`config.mk`:
```
export PLATFORM = sky130hd
export DESIGN_NAME = bio_ports
export DESIGN_NICKNAME = d
export VERILOG_FILES = /design/src/logic/bio_pkg.sv /design/src/logic/bio_sync.sv /design/src/logic/bio_pfd.sv /design/src/logic/bio_ports.sv
export SDC_FILE = /design/constraint.sdc
export NUM_CORES = 1
export LEC_CHECK = 0
export BUFFER_PORTS_ARGS = -buffer_cell sky130_fd_sc_hd__buf_2
export CAP_MARGIN = 40
export CORE_ASPECT_RATIO = 1.5
export CORE_MARGIN = 5
export CORE_UTILIZATION = 35
export DETAILED_ROUTE_END_ITERATION = 10
export HOLD_SLACK_MARGIN = 0.05
export SYNTH_ARGS = -nofsm -noshare
export SYNTH_HDL_FRONTEND = slang
export SYNTH_SLANG_ARGS = --single-unit
```
`constraint.sdc`:
```
create_clock -name clock -period 2.05 [get_ports clock]
set_input_delay 0.1025 -clock clock [delete_from_list [all_inputs] [get_ports clock]]
set_output_delay 0.1025 -clock clock [all_outputs]
set_load 0.02 [all_outputs]
```
`src/logic/bio_pkg.sv`:
```
// Constants and types shared by the bidirectional I/O port block
package bio_pkg;
   localparam int             NUM_PORTS    = 3;
   localparam int             PORT_W       = 8;
   localparam int             NUM_LINES    = 20;
   localparam logic [7:0]     ADR_PA_DATA  = 8'h12;
   localparam logic [7:0]     ADR_PA_DIR   = 8'h13;
   localparam logic [7:0]     ADR_PB_DATA  = 8'h14;
   localparam logic [7:0]     ADR_PB_DIR   = 8'h15;
   localparam logic [7:0]     ADR_PC_DATA  = 8'h16;
   localparam logic [7:0]     ADR_PC_DIR   = 8'h17;
   localparam logic [2:0][7:0] PORT_MASK   = {8'h0f, 8'hff, 8'hff};
   localparam logic [7:0]     DATA_RST     = 8'hff;
   localparam logic [7:0]     DIR_RST      = 8'hff;
   localparam int             PA_PPG_BIT   = 0;
   localparam int             PA_PFD_BIT   = 3;
   localparam int             PA_T0_BIT    = 4;
   localparam int             PA_IRQ0_BIT  = 5;
   localparam int             PA_IRQ1_BIT  = 6;
   localparam int             PA_T1_BIT    = 7;
   localparam logic [7:0]     PC_CMP0_MASK = 8'h07;
   localparam logic [7:0]     PC_CMP1_MASK = 8'h08;

   typedef enum logic [1:0] {
      BIO_OP_SET,
      BIO_OP_CLR,
      BIO_OP_CPL,
      BIO_OP_CPLA
   } bio_op_t;
endpackage : bio_pkg

```
`src/logic/bio_sync.sv`:
```
// Two-stage synchroniser for asynchronous pad inputs
module bio_sync #(
   parameter int W = 20
) (
   input  wire logic         clock,
   input  wire logic         sys_rst,
   input  wire logic [W-1:0] d,
   output logic      [W-1:0] q
);
   logic [W-1:0] meta_ff;
   logic [W-1:0] q_ff;

   always_ff @(posedge clock) begin
      if (sys_rst) begin
         meta_ff <= '0;
         q_ff    <= '0;
      end else begin
         meta_ff <= d;
         q_ff    <= meta_ff;
      end
   end

   assign q = q_ff;
endmodule : bio_sync

```
`src/logic/bio_pfd.sv`:
```
// Frequency divider output: toggles on each selected timer overflow
module bio_pfd (
   input  wire logic clock,
   input  wire logic sys_rst,
   input  wire logic src_sel,
   input  wire logic ovf0,
   input  wire logic ovf1,
   output logic      freq_divider_output
);
   logic tog_ff;
   logic nxt_tog;
   logic ovf_sel;

   always_comb begin
      ovf_sel = src_sel ? ovf1 : ovf0;
      nxt_tog = tog_ff ^ ovf_sel;
   end

   always_ff @(posedge clock) begin
      if (sys_rst) begin
         tog_ff <= 1'b0;
      end else begin
         tog_ff <= nxt_tog;
      end
   end

   assign freq_divider_output = tog_ff;
endmodule : bio_pfd

```
`src/logic/bio_ports.sv`:
```
// Three bidirectional I/O ports with direction, pull-high and freq output
module bio_ports (
   input  wire logic             clock,
   input  wire logic             sys_rst,
   input  wire logic [2:0]       opt_pull_high,
   input  wire logic             opt_pfd_en,
   input  wire logic             opt_pfd_src,
   input  wire logic             opt_ppg_en,
   input  wire logic             mem_wr,
   input  wire logic             mem_rd,
   input  wire logic [7:0]       mem_addr,
   input  wire logic [7:0]       mem_wdata,
   output logic      [7:0]       mem_rdata,
   output logic                  mem_rvalid,
   input  wire logic             op_valid,
   input  wire bio_pkg::bio_op_t op_kind,
   input  wire logic [7:0]       op_addr,
   input  wire logic [2:0]       op_bit,
   input  wire logic             halted,
   output logic                  wake_req,
   input  wire logic             timer0_ext_input_ovf,
   input  wire logic             timer1_ext_input_ovf,
   input  wire logic             pulse_gen_one_output,
   input  wire logic             cmp0_en,
   input  wire logic             cmp1_en,
   output logic                  timer0_ext_input,
   output logic                  timer1_ext_input,
   output logic                  ext_irq_zero_n,
   output logic                  ext_irq_one_n,
   input  wire logic [7:0]       port_a_in,
   output logic      [7:0]       port_a_out,
   output logic      [7:0]       port_a_oe,
   output logic      [7:0]       port_a_pull,
   input  wire logic [7:0]       port_b_in,
   output logic      [7:0]       port_b_out,
   output logic      [7:0]       port_b_oe,
   output logic      [7:0]       port_b_pull,
   input  wire logic [3:0]       port_c_in,
   output logic      [3:0]       port_c_out,
   output logic      [3:0]       port_c_oe,
   output logic      [3:0]       port_c_pull
);
   import bio_pkg::*;

   logic [2:0][7:0] lat_ff;
   logic [2:0][7:0] nxt_lat;
   logic [2:0][7:0] dir_ff;
   logic [2:0][7:0] nxt_dir;
   logic [2:0][7:0] out_ff;
   logic [2:0][7:0] nxt_out;
   logic [2:0][7:0] oe_ff;
   logic [2:0][7:0] nxt_oe;
   logic [2:0][7:0] pull_ff;
   logic [2:0][7:0] nxt_pull;
   logic [2:0][7:0] pad_sync;
   logic [2:0][7:0] rd_port;
   logic [2:0][7:0] cmp_off;
   logic [NUM_LINES-1:0] pad_q;
   logic [7:0]      rdata_ff;
   logic [7:0]      nxt_rdata;
   logic [7:0]      pa_prev_ff;
   logic            rvalid_ff;
   logic            nxt_rvalid;
   logic            wake_ff;
   logic            nxt_wake;
   logic [2:0]      arm_ff;
   logic [2:0]      nxt_arm;
   logic [2:0]      opt_pull_ff;
   logic            opt_pfd_ff;
   logic            opt_src_ff;
   logic            opt_ppg_ff;
   logic            pfd_tog;

   function automatic logic f_hit(input logic [7:0] a);
      return (a >= ADR_PA_DATA) && (a <= ADR_PC_DIR);
   endfunction : f_hit

   function automatic logic [1:0] f_idx(input logic [7:0] a);
      logic [7:0] d;
      d = a - ADR_PA_DATA;
      return d[2:1];
   endfunction : f_idx

   // Pads cross in from the board; two stages before anything reads them
   bio_sync #(
      .W (NUM_LINES)
   ) u_sync (
      .clock   (clock),
      .sys_rst (sys_rst),
      .d       ({port_c_in, port_b_in, port_a_in}),
      .q       (pad_q)
   );
   assign pad_sync = {4'h0, pad_q};

   bio_pfd u_pfd (
      .clock               (clock),
      .sys_rst             (sys_rst),
      .src_sel             (opt_src_ff),
      .ovf0                (timer0_ext_input_ovf),
      .ovf1                (timer1_ext_input_ovf),
      .freq_divider_output (pfd_tog)
   );

   // Per-port read value and comparator pin release
   for (genvar p = 0; p < NUM_PORTS; p++) begin : g_port
      assign rd_port[p] = ((dir_ff[p] & pad_sync[p])
                         | (~dir_ff[p] & lat_ff[p])) & PORT_MASK[p];
      if (p == 2) begin : g_cmp
         assign cmp_off[p] = ({8{cmp0_en}} & PC_CMP0_MASK)
                           | ({8{cmp1_en}} & PC_CMP1_MASK);
      end else begin : g_nocmp
         assign cmp_off[p] = 8'h00;
      end
   end

   // Register access and bit operations
   always_comb begin
      logic [1:0] p;
      logic [7:0] cur;
      p          = 2'h0;
      cur        = 8'h00;
      nxt_lat    = lat_ff;
      nxt_dir    = dir_ff;
      nxt_rdata  = 8'h00;
      nxt_rvalid = 1'b0;
      if (mem_wr && f_hit(mem_addr)) begin
         p = f_idx(mem_addr);
         if (mem_addr[0]) begin
            nxt_dir[p] = mem_wdata & PORT_MASK[p];
         end else begin
            nxt_lat[p] = mem_wdata & PORT_MASK[p];
         end
      end else if (mem_rd && f_hit(mem_addr)) begin
         p          = f_idx(mem_addr);
         nxt_rvalid = 1'b1;
         nxt_rdata  = mem_addr[0] ? dir_ff[p] : rd_port[p];
      end
      // Whole port is read first, so input bits pick up the pad level
      if (op_valid && f_hit(op_addr) && !op_addr[0]) begin
         p   = f_idx(op_addr);
         cur = rd_port[p];
         unique case (op_kind)
            BIO_OP_SET: begin
               nxt_lat[p] = (cur | (8'h01 << op_bit)) & PORT_MASK[p];
            end
            BIO_OP_CLR: begin
               nxt_lat[p] = cur & ~(8'h01 << op_bit) & PORT_MASK[p];
            end
            BIO_OP_CPL: begin
               nxt_lat[p] = ~cur & PORT_MASK[p];
            end
            BIO_OP_CPLA: begin
               nxt_rvalid = 1'b1;
               nxt_rdata  = ~cur & PORT_MASK[p];
            end
         endcase
      end
   end

   // Pad drivers: push-pull only, no open-drain mode
   always_comb begin
      nxt_oe  = ~dir_ff & PORT_MASK & ~cmp_off;
      nxt_out = lat_ff;
      if (opt_pfd_ff) begin
         nxt_out[0][PA_PFD_BIT] = lat_ff[0][PA_PFD_BIT] & pfd_tog;
      end
      // Pulse output takes the pin over; its I/O role is gone
      if (opt_ppg_ff) begin
         nxt_oe[0][PA_PPG_BIT]  = 1'b1;
         nxt_out[0][PA_PPG_BIT] = pulse_gen_one_output;
      end
      for (int i = 0; i < NUM_PORTS; i++) begin
         nxt_pull[i] = {8{opt_pull_ff[i]}} & ~nxt_oe[i]
                     & ~cmp_off[i] & PORT_MASK[i];
      end
   end

   // Wake on any change of a port A line set as input
   // Held off until the pad pipeline refills, else reset looks like an edge
   always_comb begin
      nxt_arm  = {arm_ff[1:0], 1'b1};
      nxt_wake = halted & arm_ff[2]
               & (|((pad_sync[0] ^ pa_prev_ff) & dir_ff[0]));
   end

   always_ff @(posedge clock) begin
      if (sys_rst) begin
         // Inputs after reset: pulled high or left floating
         lat_ff      <= {3{DATA_RST}} & PORT_MASK;
         dir_ff      <= {3{DIR_RST}} & PORT_MASK;
         out_ff      <= '0;
         oe_ff       <= '0;
         pull_ff     <= {{8{opt_pull_high[2]}}, {8{opt_pull_high[1]}},
                         {8{opt_pull_high[0]}}} & PORT_MASK;
         rdata_ff    <= 8'h00;
         rvalid_ff   <= 1'b0;
         wake_ff     <= 1'b0;
         arm_ff      <= 3'h0;
         pa_prev_ff  <= 8'h00;
         opt_pull_ff <= opt_pull_high;
         opt_pfd_ff  <= opt_pfd_en;
         opt_src_ff  <= opt_pfd_src;
         opt_ppg_ff  <= opt_ppg_en;
      end else begin
         lat_ff     <= nxt_lat;
         dir_ff     <= nxt_dir;
         out_ff     <= nxt_out;
         oe_ff      <= nxt_oe;
         pull_ff    <= nxt_pull;
         rdata_ff   <= nxt_rdata;
         rvalid_ff  <= nxt_rvalid;
         wake_ff    <= nxt_wake;
         arm_ff     <= nxt_arm;
         pa_prev_ff <= pad_sync[0];
      end
   end

   assign mem_rdata        = rdata_ff;
   assign mem_rvalid       = rvalid_ff;
   assign wake_req         = wake_ff;
   assign timer0_ext_input = pad_sync[0][PA_T0_BIT];
   assign timer1_ext_input = pad_sync[0][PA_T1_BIT];
   assign ext_irq_zero_n   = pad_sync[0][PA_IRQ0_BIT];
   assign ext_irq_one_n    = pad_sync[0][PA_IRQ1_BIT];
   assign port_a_out       = out_ff[0];
   assign port_a_oe        = oe_ff[0];
   assign port_a_pull      = pull_ff[0];
   assign port_b_out       = out_ff[1];
   assign port_b_oe        = oe_ff[1];
   assign port_b_pull      = pull_ff[1];
   assign port_c_out       = out_ff[2][3:0];
   assign port_c_oe        = oe_ff[2][3:0];
   assign port_c_pull      = pull_ff[2][3:0];
endmodule : bio_ports

```
# Word level (Yosys, flattened, before mapping)
# Cells that the tools add are included.
[classes]
n_addsub = 2
n_lt_le_gt_ge = 8
n_eq_ne = 3
shift = 1
n_mux = 38
bitwise_logic = 38
reduce_logical = 12
[op_table]
columns = ["operator", "n"]
rows = [
  ["24-bit bitwise mux", 5],
  ["8-bit bitwise AND", 12],
  ["8-bit 2-to-1 mux", 12],
  ["8-bit binary-select mux with 2-bit select", 5],
  ["24-bit 2-to-1 mux", 3],
  ["24-bit one-hot mux with 3 select lines", 1],
  ["8-bit inverter", 6],
  ["20-bit inverter", 2],
  ["8-bit demux with 2-bit select", 2],
  ["8-bit bitwise OR", 3],
  ["20-bit bitwise AND", 1],
  ["20-bit 2-to-1 mux", 1],
  ["4-bit bitwise AND", 4],
  ["8-bit by 5-bit >= comparator with 1-bit output, second input constant", 2],
  ["8-bit by 5-bit <= comparator with 1-bit output, second input constant", 2],
  ["4-bit inverter", 3],
  ["1-bit 2-to-1 mux", 9],
  ["1-bit logical AND", 8],
  ["8-bit OR reduction", 1],
  ["1-bit by 3-bit left shift with 8-bit output, first input constant", 1],
  ["8-bit XOR", 1],
  ["2-bit by 3-bit < comparator with 1-bit output, second input constant", 2],
  ["3-bit by 2-bit subtractor with 3-bit output, second input constant", 2],
  ["2-bit equality test, second input constant", 2],
  ["other kinds (9)", 12],
]
[word_totals]
register_bits = 176
input_bits = 66
output_inout_bits = 74
word_cells = 130

# Logic depth before layout (Yosys ltp)
[depth]
word_depth = 11
mapped_depth = 11

# Cells and area by module
# Synthesis repeated with hierarchy kept, for this count alone.
[hier_totals]
cells_unflattened = 668
area_unflattened_um2 = 6797.8
[modules_own_cells]
columns = ["mod", "instances", "cells_per_inst", "area_each_um2", "seq_area_each_um2"]
rows = [
  ["bio_ports", 1, 579, 5590.4, 2682.6],
  ["bio_sync", 1, 84, 1156.1, 800.8],
  ["bio_pfd", 1, 5, 51.3, 20.0],
]

# Worst setup path after synthesis
# No wires, ideal clock.
[synth_path]
path_type = "input to register"
start = "input mem_addr[1]"
end = "register rdata_ff[6] (netlist: mem_rdata[6])"
setup_time_ns = 0.115
arrival_time_ns = 2.082
setup_slack_ns = -0.146
path_stages = 11
n_path_buf = 4
path_cell_list = "clkbuf_1 -> clkbuf_1 -> inv_1 -> ha_1 -> clkbuf_1 -> nor2b_1 -> clkbuf_1 -> a22o_1 -> a32oi_1 -> nor2_1 -> o21a_1"
[synth_via]
elab_chain_cells = 8
elab_cells_between_ends = 15
[synth_lines]
columns = ["element", "line_no", "source"]
rows = [
  ["start: declaration", "bio_ports.sv:11", "input wire logic [7:0] mem_addr,"],
  ["3-bit by 2-bit subtractor with 3-bit output", "bio_ports.sv:80", "d = a - ADR_PA_DATA;"],
  ["8-bit binary-select mux with 2-bit select", "bio_ports.sv:136", "nxt_rdata = mem_addr[0] ? dir_ff[p] : rd_port[p];"],
  ["8-bit 2-to-1 mux (not written as such)", "bio_ports.sv:136", ""],
  ["8-bit 2-to-1 mux", "bio_ports.sv:136", ""],
  ["8-bit 2-to-1 mux", "bio_ports.sv:133", "end else if (mem_rd && f_hit(mem_addr)) begin"],
  ["8-bit 2-to-1 mux (*)", "bio_ports.sv:126", "if (mem_wr && f_hit(mem_addr)) begin"],
  ["8-bit 2-to-1 mux", "bio_ports.sv:142", "unique case (op_kind)"],
  ["8-bit 2-to-1 mux (*)", "bio_ports.sv:139", "if (op_valid && f_hit(op_addr) && !op_addr[0]) begin"],
  ["end signal: assignment", "bio_ports.sv:210", "rdata_ff <= nxt_rdata;"],
  ["end: declaration", "bio_ports.sv:59", "logic [7:0] rdata_ff;"],
]
# Every way passes the cells marked *; elsewhere a longest branch is shown, timed or not. The select of a mux whose other input is x is not followed.
# A chain may end at the register's enable or synchronous reset.

# Final worst setup path
[layout_path]
start = "register dir_ff[11] in the netlist's numbering"
end = "register lat_ff[3] in the netlist's numbering"
[layout_via]
elab_chain_cells = 10
elab_cells_between_ends = 17
[layout_lines]
columns = ["element", "line_no", "source"]
rows = [
  ["start: declaration", "bio_ports.sv:47", "logic [2:0][7:0] dir_ff;"],
  ["start signal: assignment", "bio_ports.sv:190", "dir_ff <= {3{DIR_RST}} & PORT_MASK;"],
  ["start signal: assignment", "bio_ports.sv:206", "dir_ff <= nxt_dir;"],
  ["8-bit inverter", "bio_ports.sv:107", "| (~dir_ff[p] & lat_ff[p])) & PORT_MASK[p];"],
  ["8-bit bitwise AND", "bio_ports.sv:107", ""],
  ["8-bit bitwise OR (*)", "bio_ports.sv:107", ""],
  ["8-bit binary-select mux with 2-bit select (*)", "bio_ports.sv:141", "cur = rd_port[p];"],
  ["8-bit 2-to-1 mux (not written as such) (*)", "bio_ports.sv:141", ""],
  ["8-bit bitwise AND, or another cell as far along", "bio_ports.sv:147", "nxt_lat[p] = cur & ~(8'h01 << op_bit) & PORT_MASK[p];"],
  ["8-bit bitwise AND (on tied branches)", "bio_ports.sv:147, bio_ports.sv:144, bio_ports.sv:150", ""],
  ["24-bit bitwise mux (on tied branches)", "bio_ports.sv:147, bio_ports.sv:144, bio_ports.sv:150", ""],
  ["24-bit one-hot mux with 3 select lines (*)", "bio_ports.sv:142", ""],
  ["24-bit 2-to-1 mux (*)", "bio_ports.sv:139", ""],
  ["end signal: assignment", "bio_ports.sv:189", "lat_ff <= {3{DATA_RST}} & PORT_MASK;"],
  ["end signal: assignment", "bio_ports.sv:205", "lat_ff <= nxt_lat;"],
  ["end: declaration", "bio_ports.sv:45", "logic [2:0][7:0] lat_ff;"],
]
# Marks and branches as above.

==> impl_metrics.tcl <==
set metrics [dict create \
    outcome "finished, final reports clean" \
    report.final.slew_viol_count 0 \
    syn-num-nets 739 \
    path_clk_slew_ns 0.07 \
    cts_resized 0 \
    syn-mean-instance-area_um2 10.0 \
    p_sw_share_pct 25.7 \
    syn_area_mm2 0.00668 \
    layout.nets 935 \
    place.gp.congestion 0.898 \
    synth_area_leaders "dfxtp_1, mux2i_1, nor2b_1" \
    synthCells 665 \
    coreArea_mm2 0.0190 \
    grt_setup_unrepaired "no" \
    drive_above_1_share_pct 25.2 \
    post_drt_wl_per_cell_um 16.8 \
    die_area_mm2 0.0220 \
    hold_path_class "in -> reg" \
    num_io_pins 140 \
    cts_sinks 172 \
    row_count 62 \
    yosysSeqAreaShare_pct 52.5 \
    hpwlAfterDp_um 14400 \
    cts_root_buffer "clkbuf_16" \
    synth_top_area_share_pct 49.8 \
    final.period_utilization_pct 83.0 \
    leakagePower_nw 4.23 \
    setup-tns-final_ns 0 \
    drt-total-wl_um 19000 \
    grt_remaining_overflow 0 \
    worstMarginPinSlew_ns 0.917 \
    yosys.cell_types.count 49 \
    setup_viol 0 \
    route.antenna.remaining_nets 0 \
    cap_violations 0 \
    synth-seq-cells 172 \
    critical_path.max_fanout 5 \
    grtUsageTotal_pct 17.5 \
    yosysWarnings 0 \
    io_buffers 139 \
    numCtsBuffers 17 \
    cts_buffer_depth 2 \
    worstPathRequired_ns 2.32 \
    tritoncts "done" \
    syn_to_final_growth_pct 31.4 \
    max-slew-margin-rel_pct 38.8 \
    die_w_um 123 \
    grt_pass1_vias 5234 \
    cellInternalPower_mw 5.54 \
    finalHoldViolCount 0 \
    start_util_pct 35.1 \
    vias 5380 \
    grt_max_degree 35 \
    cp-end-kind "register" \
    power_density_mw_per_mm2 850 \
    drt_iter0_markers 262 \
    fp.dieH_um 179 \
    seq_power_share_pct 47.2 \
    insertedDiodeCount 0 \
    netSwitchingPower_mw 1.92 \
    fin_skew_ns 0.00831 \
    max_freq_mhz 588 \
    vdd_ir_drop_max_v 0.000439 \
    drc 0 \
    final_util_pct 46.1 \
    yosys.area.top_type "dfxtp_1" \
    placed_cell_area_mm2 0.00778 \
    min_period_ns 1.70 \
    final_area_mm2 0.00877 \
    vias_per_cell 4.76 \
    pwr-share-clk_pct 42.7 \
    antenna_found_initial 0 \
    htreeDepth 4 \
    cp_data_arrival_time_ns 1.97 \
    first_pass_iters 5 \
    startpoint_type "register" \
    combPwrFrac_pct 10.1 \
    fillCellCount 1856 \
    grt_pass1_wl_um 29200 \
    path_class "reg -> reg" \
    clk_latency_ns 0.42 \
]
## cell type report
| class | count | area (µm²) | area share (%) |
|---|---|---|---|
| clock buffer | 19 | 433 | 4.94 |
| multi-input combinational | 447 | 2980 | 34.0 |
| inverter | 12 | 45.0 | 0.514 |
| clock inverter | 13 | 153 | 1.74 |
| sequential | 172 | 3500 | 39.9 |
| timing repair buffer | 211 | 1340 | 15.3 |
| tap | 256 | 320 | 3.65 |
## worst paths after layout
check	endpoint	slack (ns)	startpoint	cells after the start
worst min-delay path	dir_ff[0]$_SDFFE_PP1P_	0.07	mem_wdata[0]	3
worst min register to register	arm_ff[2]$_SDFF_PP0_	0.44	arm_ff[1]$_SDFF_PP0_	1
worst max register to register	lat_ff[3]$_SDFF_PP1_	0.35	dir_ff[11]$_SDFFE_PP1P_	5
worst max-delay path	lat_ff[3]$_SDFF_PP1_	0.35	dir_ff[11]$_SDFFE_PP1P_	5
## layer usage
layer / up-vias / part of all wire (%) / GRT usage, %
li1: 2709 / - / -
met3: 30 / 5.3 / 3.50
met1: 2459 / 43 / 22.0
met4: 0 / 2.8 / 6.96
met5: - / 0 / 0
met2: 182 / 49 / 29.3
## worst max-delay path, stage by stage (launching register included)
cell	delay, ns
dfxtp_1	0.46
mux2i_1	0.28
o22ai_1	0.12
o21bai_1	0.21
mux2_2	0.33
a2bb2oi_1	0.15
## power groups by stage
stage | logic [mW] | registers [mW] | clock network, mW
after detailed placement | 0.695 | 3.60 | 0
after CTS | 0.761 | 3.52 | 3.26
final | 0.756 | 3.52 | 3.18
after floorplan | 0.353 | 3.67 | 0
after global placement | 0.696 | 3.60 | 0
after global routing | 0.830 | 3.53 | 3.41
## repair_timing
| action | in CTS | in global routing |
|---|---|---|
| setup buffers | 0 | 0 |
| hold endpoints to repair | 64 | 0 |
| hold buffers | 40 | 0 |
## through the flow
stage | setup WS (ns) | hold WS [ns] | cells | power, mW
floorplan | 0.0561 | 0.174 | 665 | 4.02
global placement | 0.169 | 0.280 | 1058 | 4.29
detailed placement | 0.169 | 0.281 | 1058 | 4.29
CTS | 0.373 | 0.0596 | 1130 | 7.54
global route | 0.245 | 0.0628 | 1130 | 7.77
finish | 0.348 | 0.0672 | 1130 | 7.46
## flip-flops by register name, indices dropped and copies added, names as in the netlist, 20 cells and up
register	flops
u_sync.meta_ff	20
u_sync.q	20
lat_ff	20
dir_ff	24
## cell families (layout without fill, tap and decap cells)
kind of cell,Yosys count,after routing,synth area share (%)
adder cells (fa/ha/maj),8,8,1.50
multiplexers,62,62,9.46
AO/OA/AOI/OAI,123,123,13.5
buffers and inverters,46,255,2.92
XOR/XNOR,9,9,1.18
flip-flops,172,172,52.5
AND/OR/NAND/NOR,245,245,19.0
## Yosys cell counts (all sizes together)
library cell	number
buf	5
a211oi	3
mux2	9
o211ai	23
clkinv	2
xor2	9
nand2	81
or4	1
nand3	8
o32a	3
a21o	8
a311oi	1
a32o	5
nor2	35
a31oi	2
inv	10
or3	1
ha	8
nand2b	9
mux2i	53
nand4	2
nor3	12
clkbuf	29
and3b	1
and3	6
a22o	4
a21boi	1
and4	1
nor2b	77
o22ai	8
nor3b	2
o21bai	4
nor4b	1
and2	6
edfxtp	6
nor4	1
a22oi	4
nand3b	1
a32oi	12
o21a	1
dfxtp	166
o2111ai	1
a2bb2oi	12
a21oi	10
o21ai	21
## cells in the final DEF (no fill, tap or decap), drive strengths merged, types with 5 or more instances in the layout
master and n:
o22ai 8, a32oi 12, nand2b 9, o211ai 23, a2bb2oi 12, mux2 9
and2 6, nor2 35, nand2 81, a21oi 10, nor2b 77, o21ai 21
inv 17, nor3 12, ha 8, mux2i 53, clkinv 5, nand3 8
edfxtp 6, dfxtp 166, a32o 5, dlygate4sd3 40, clkbuf 19, a21o 8
buf 171, and3 6, xor2 9
No activity file was read; power rests on OpenSTA's default activity.
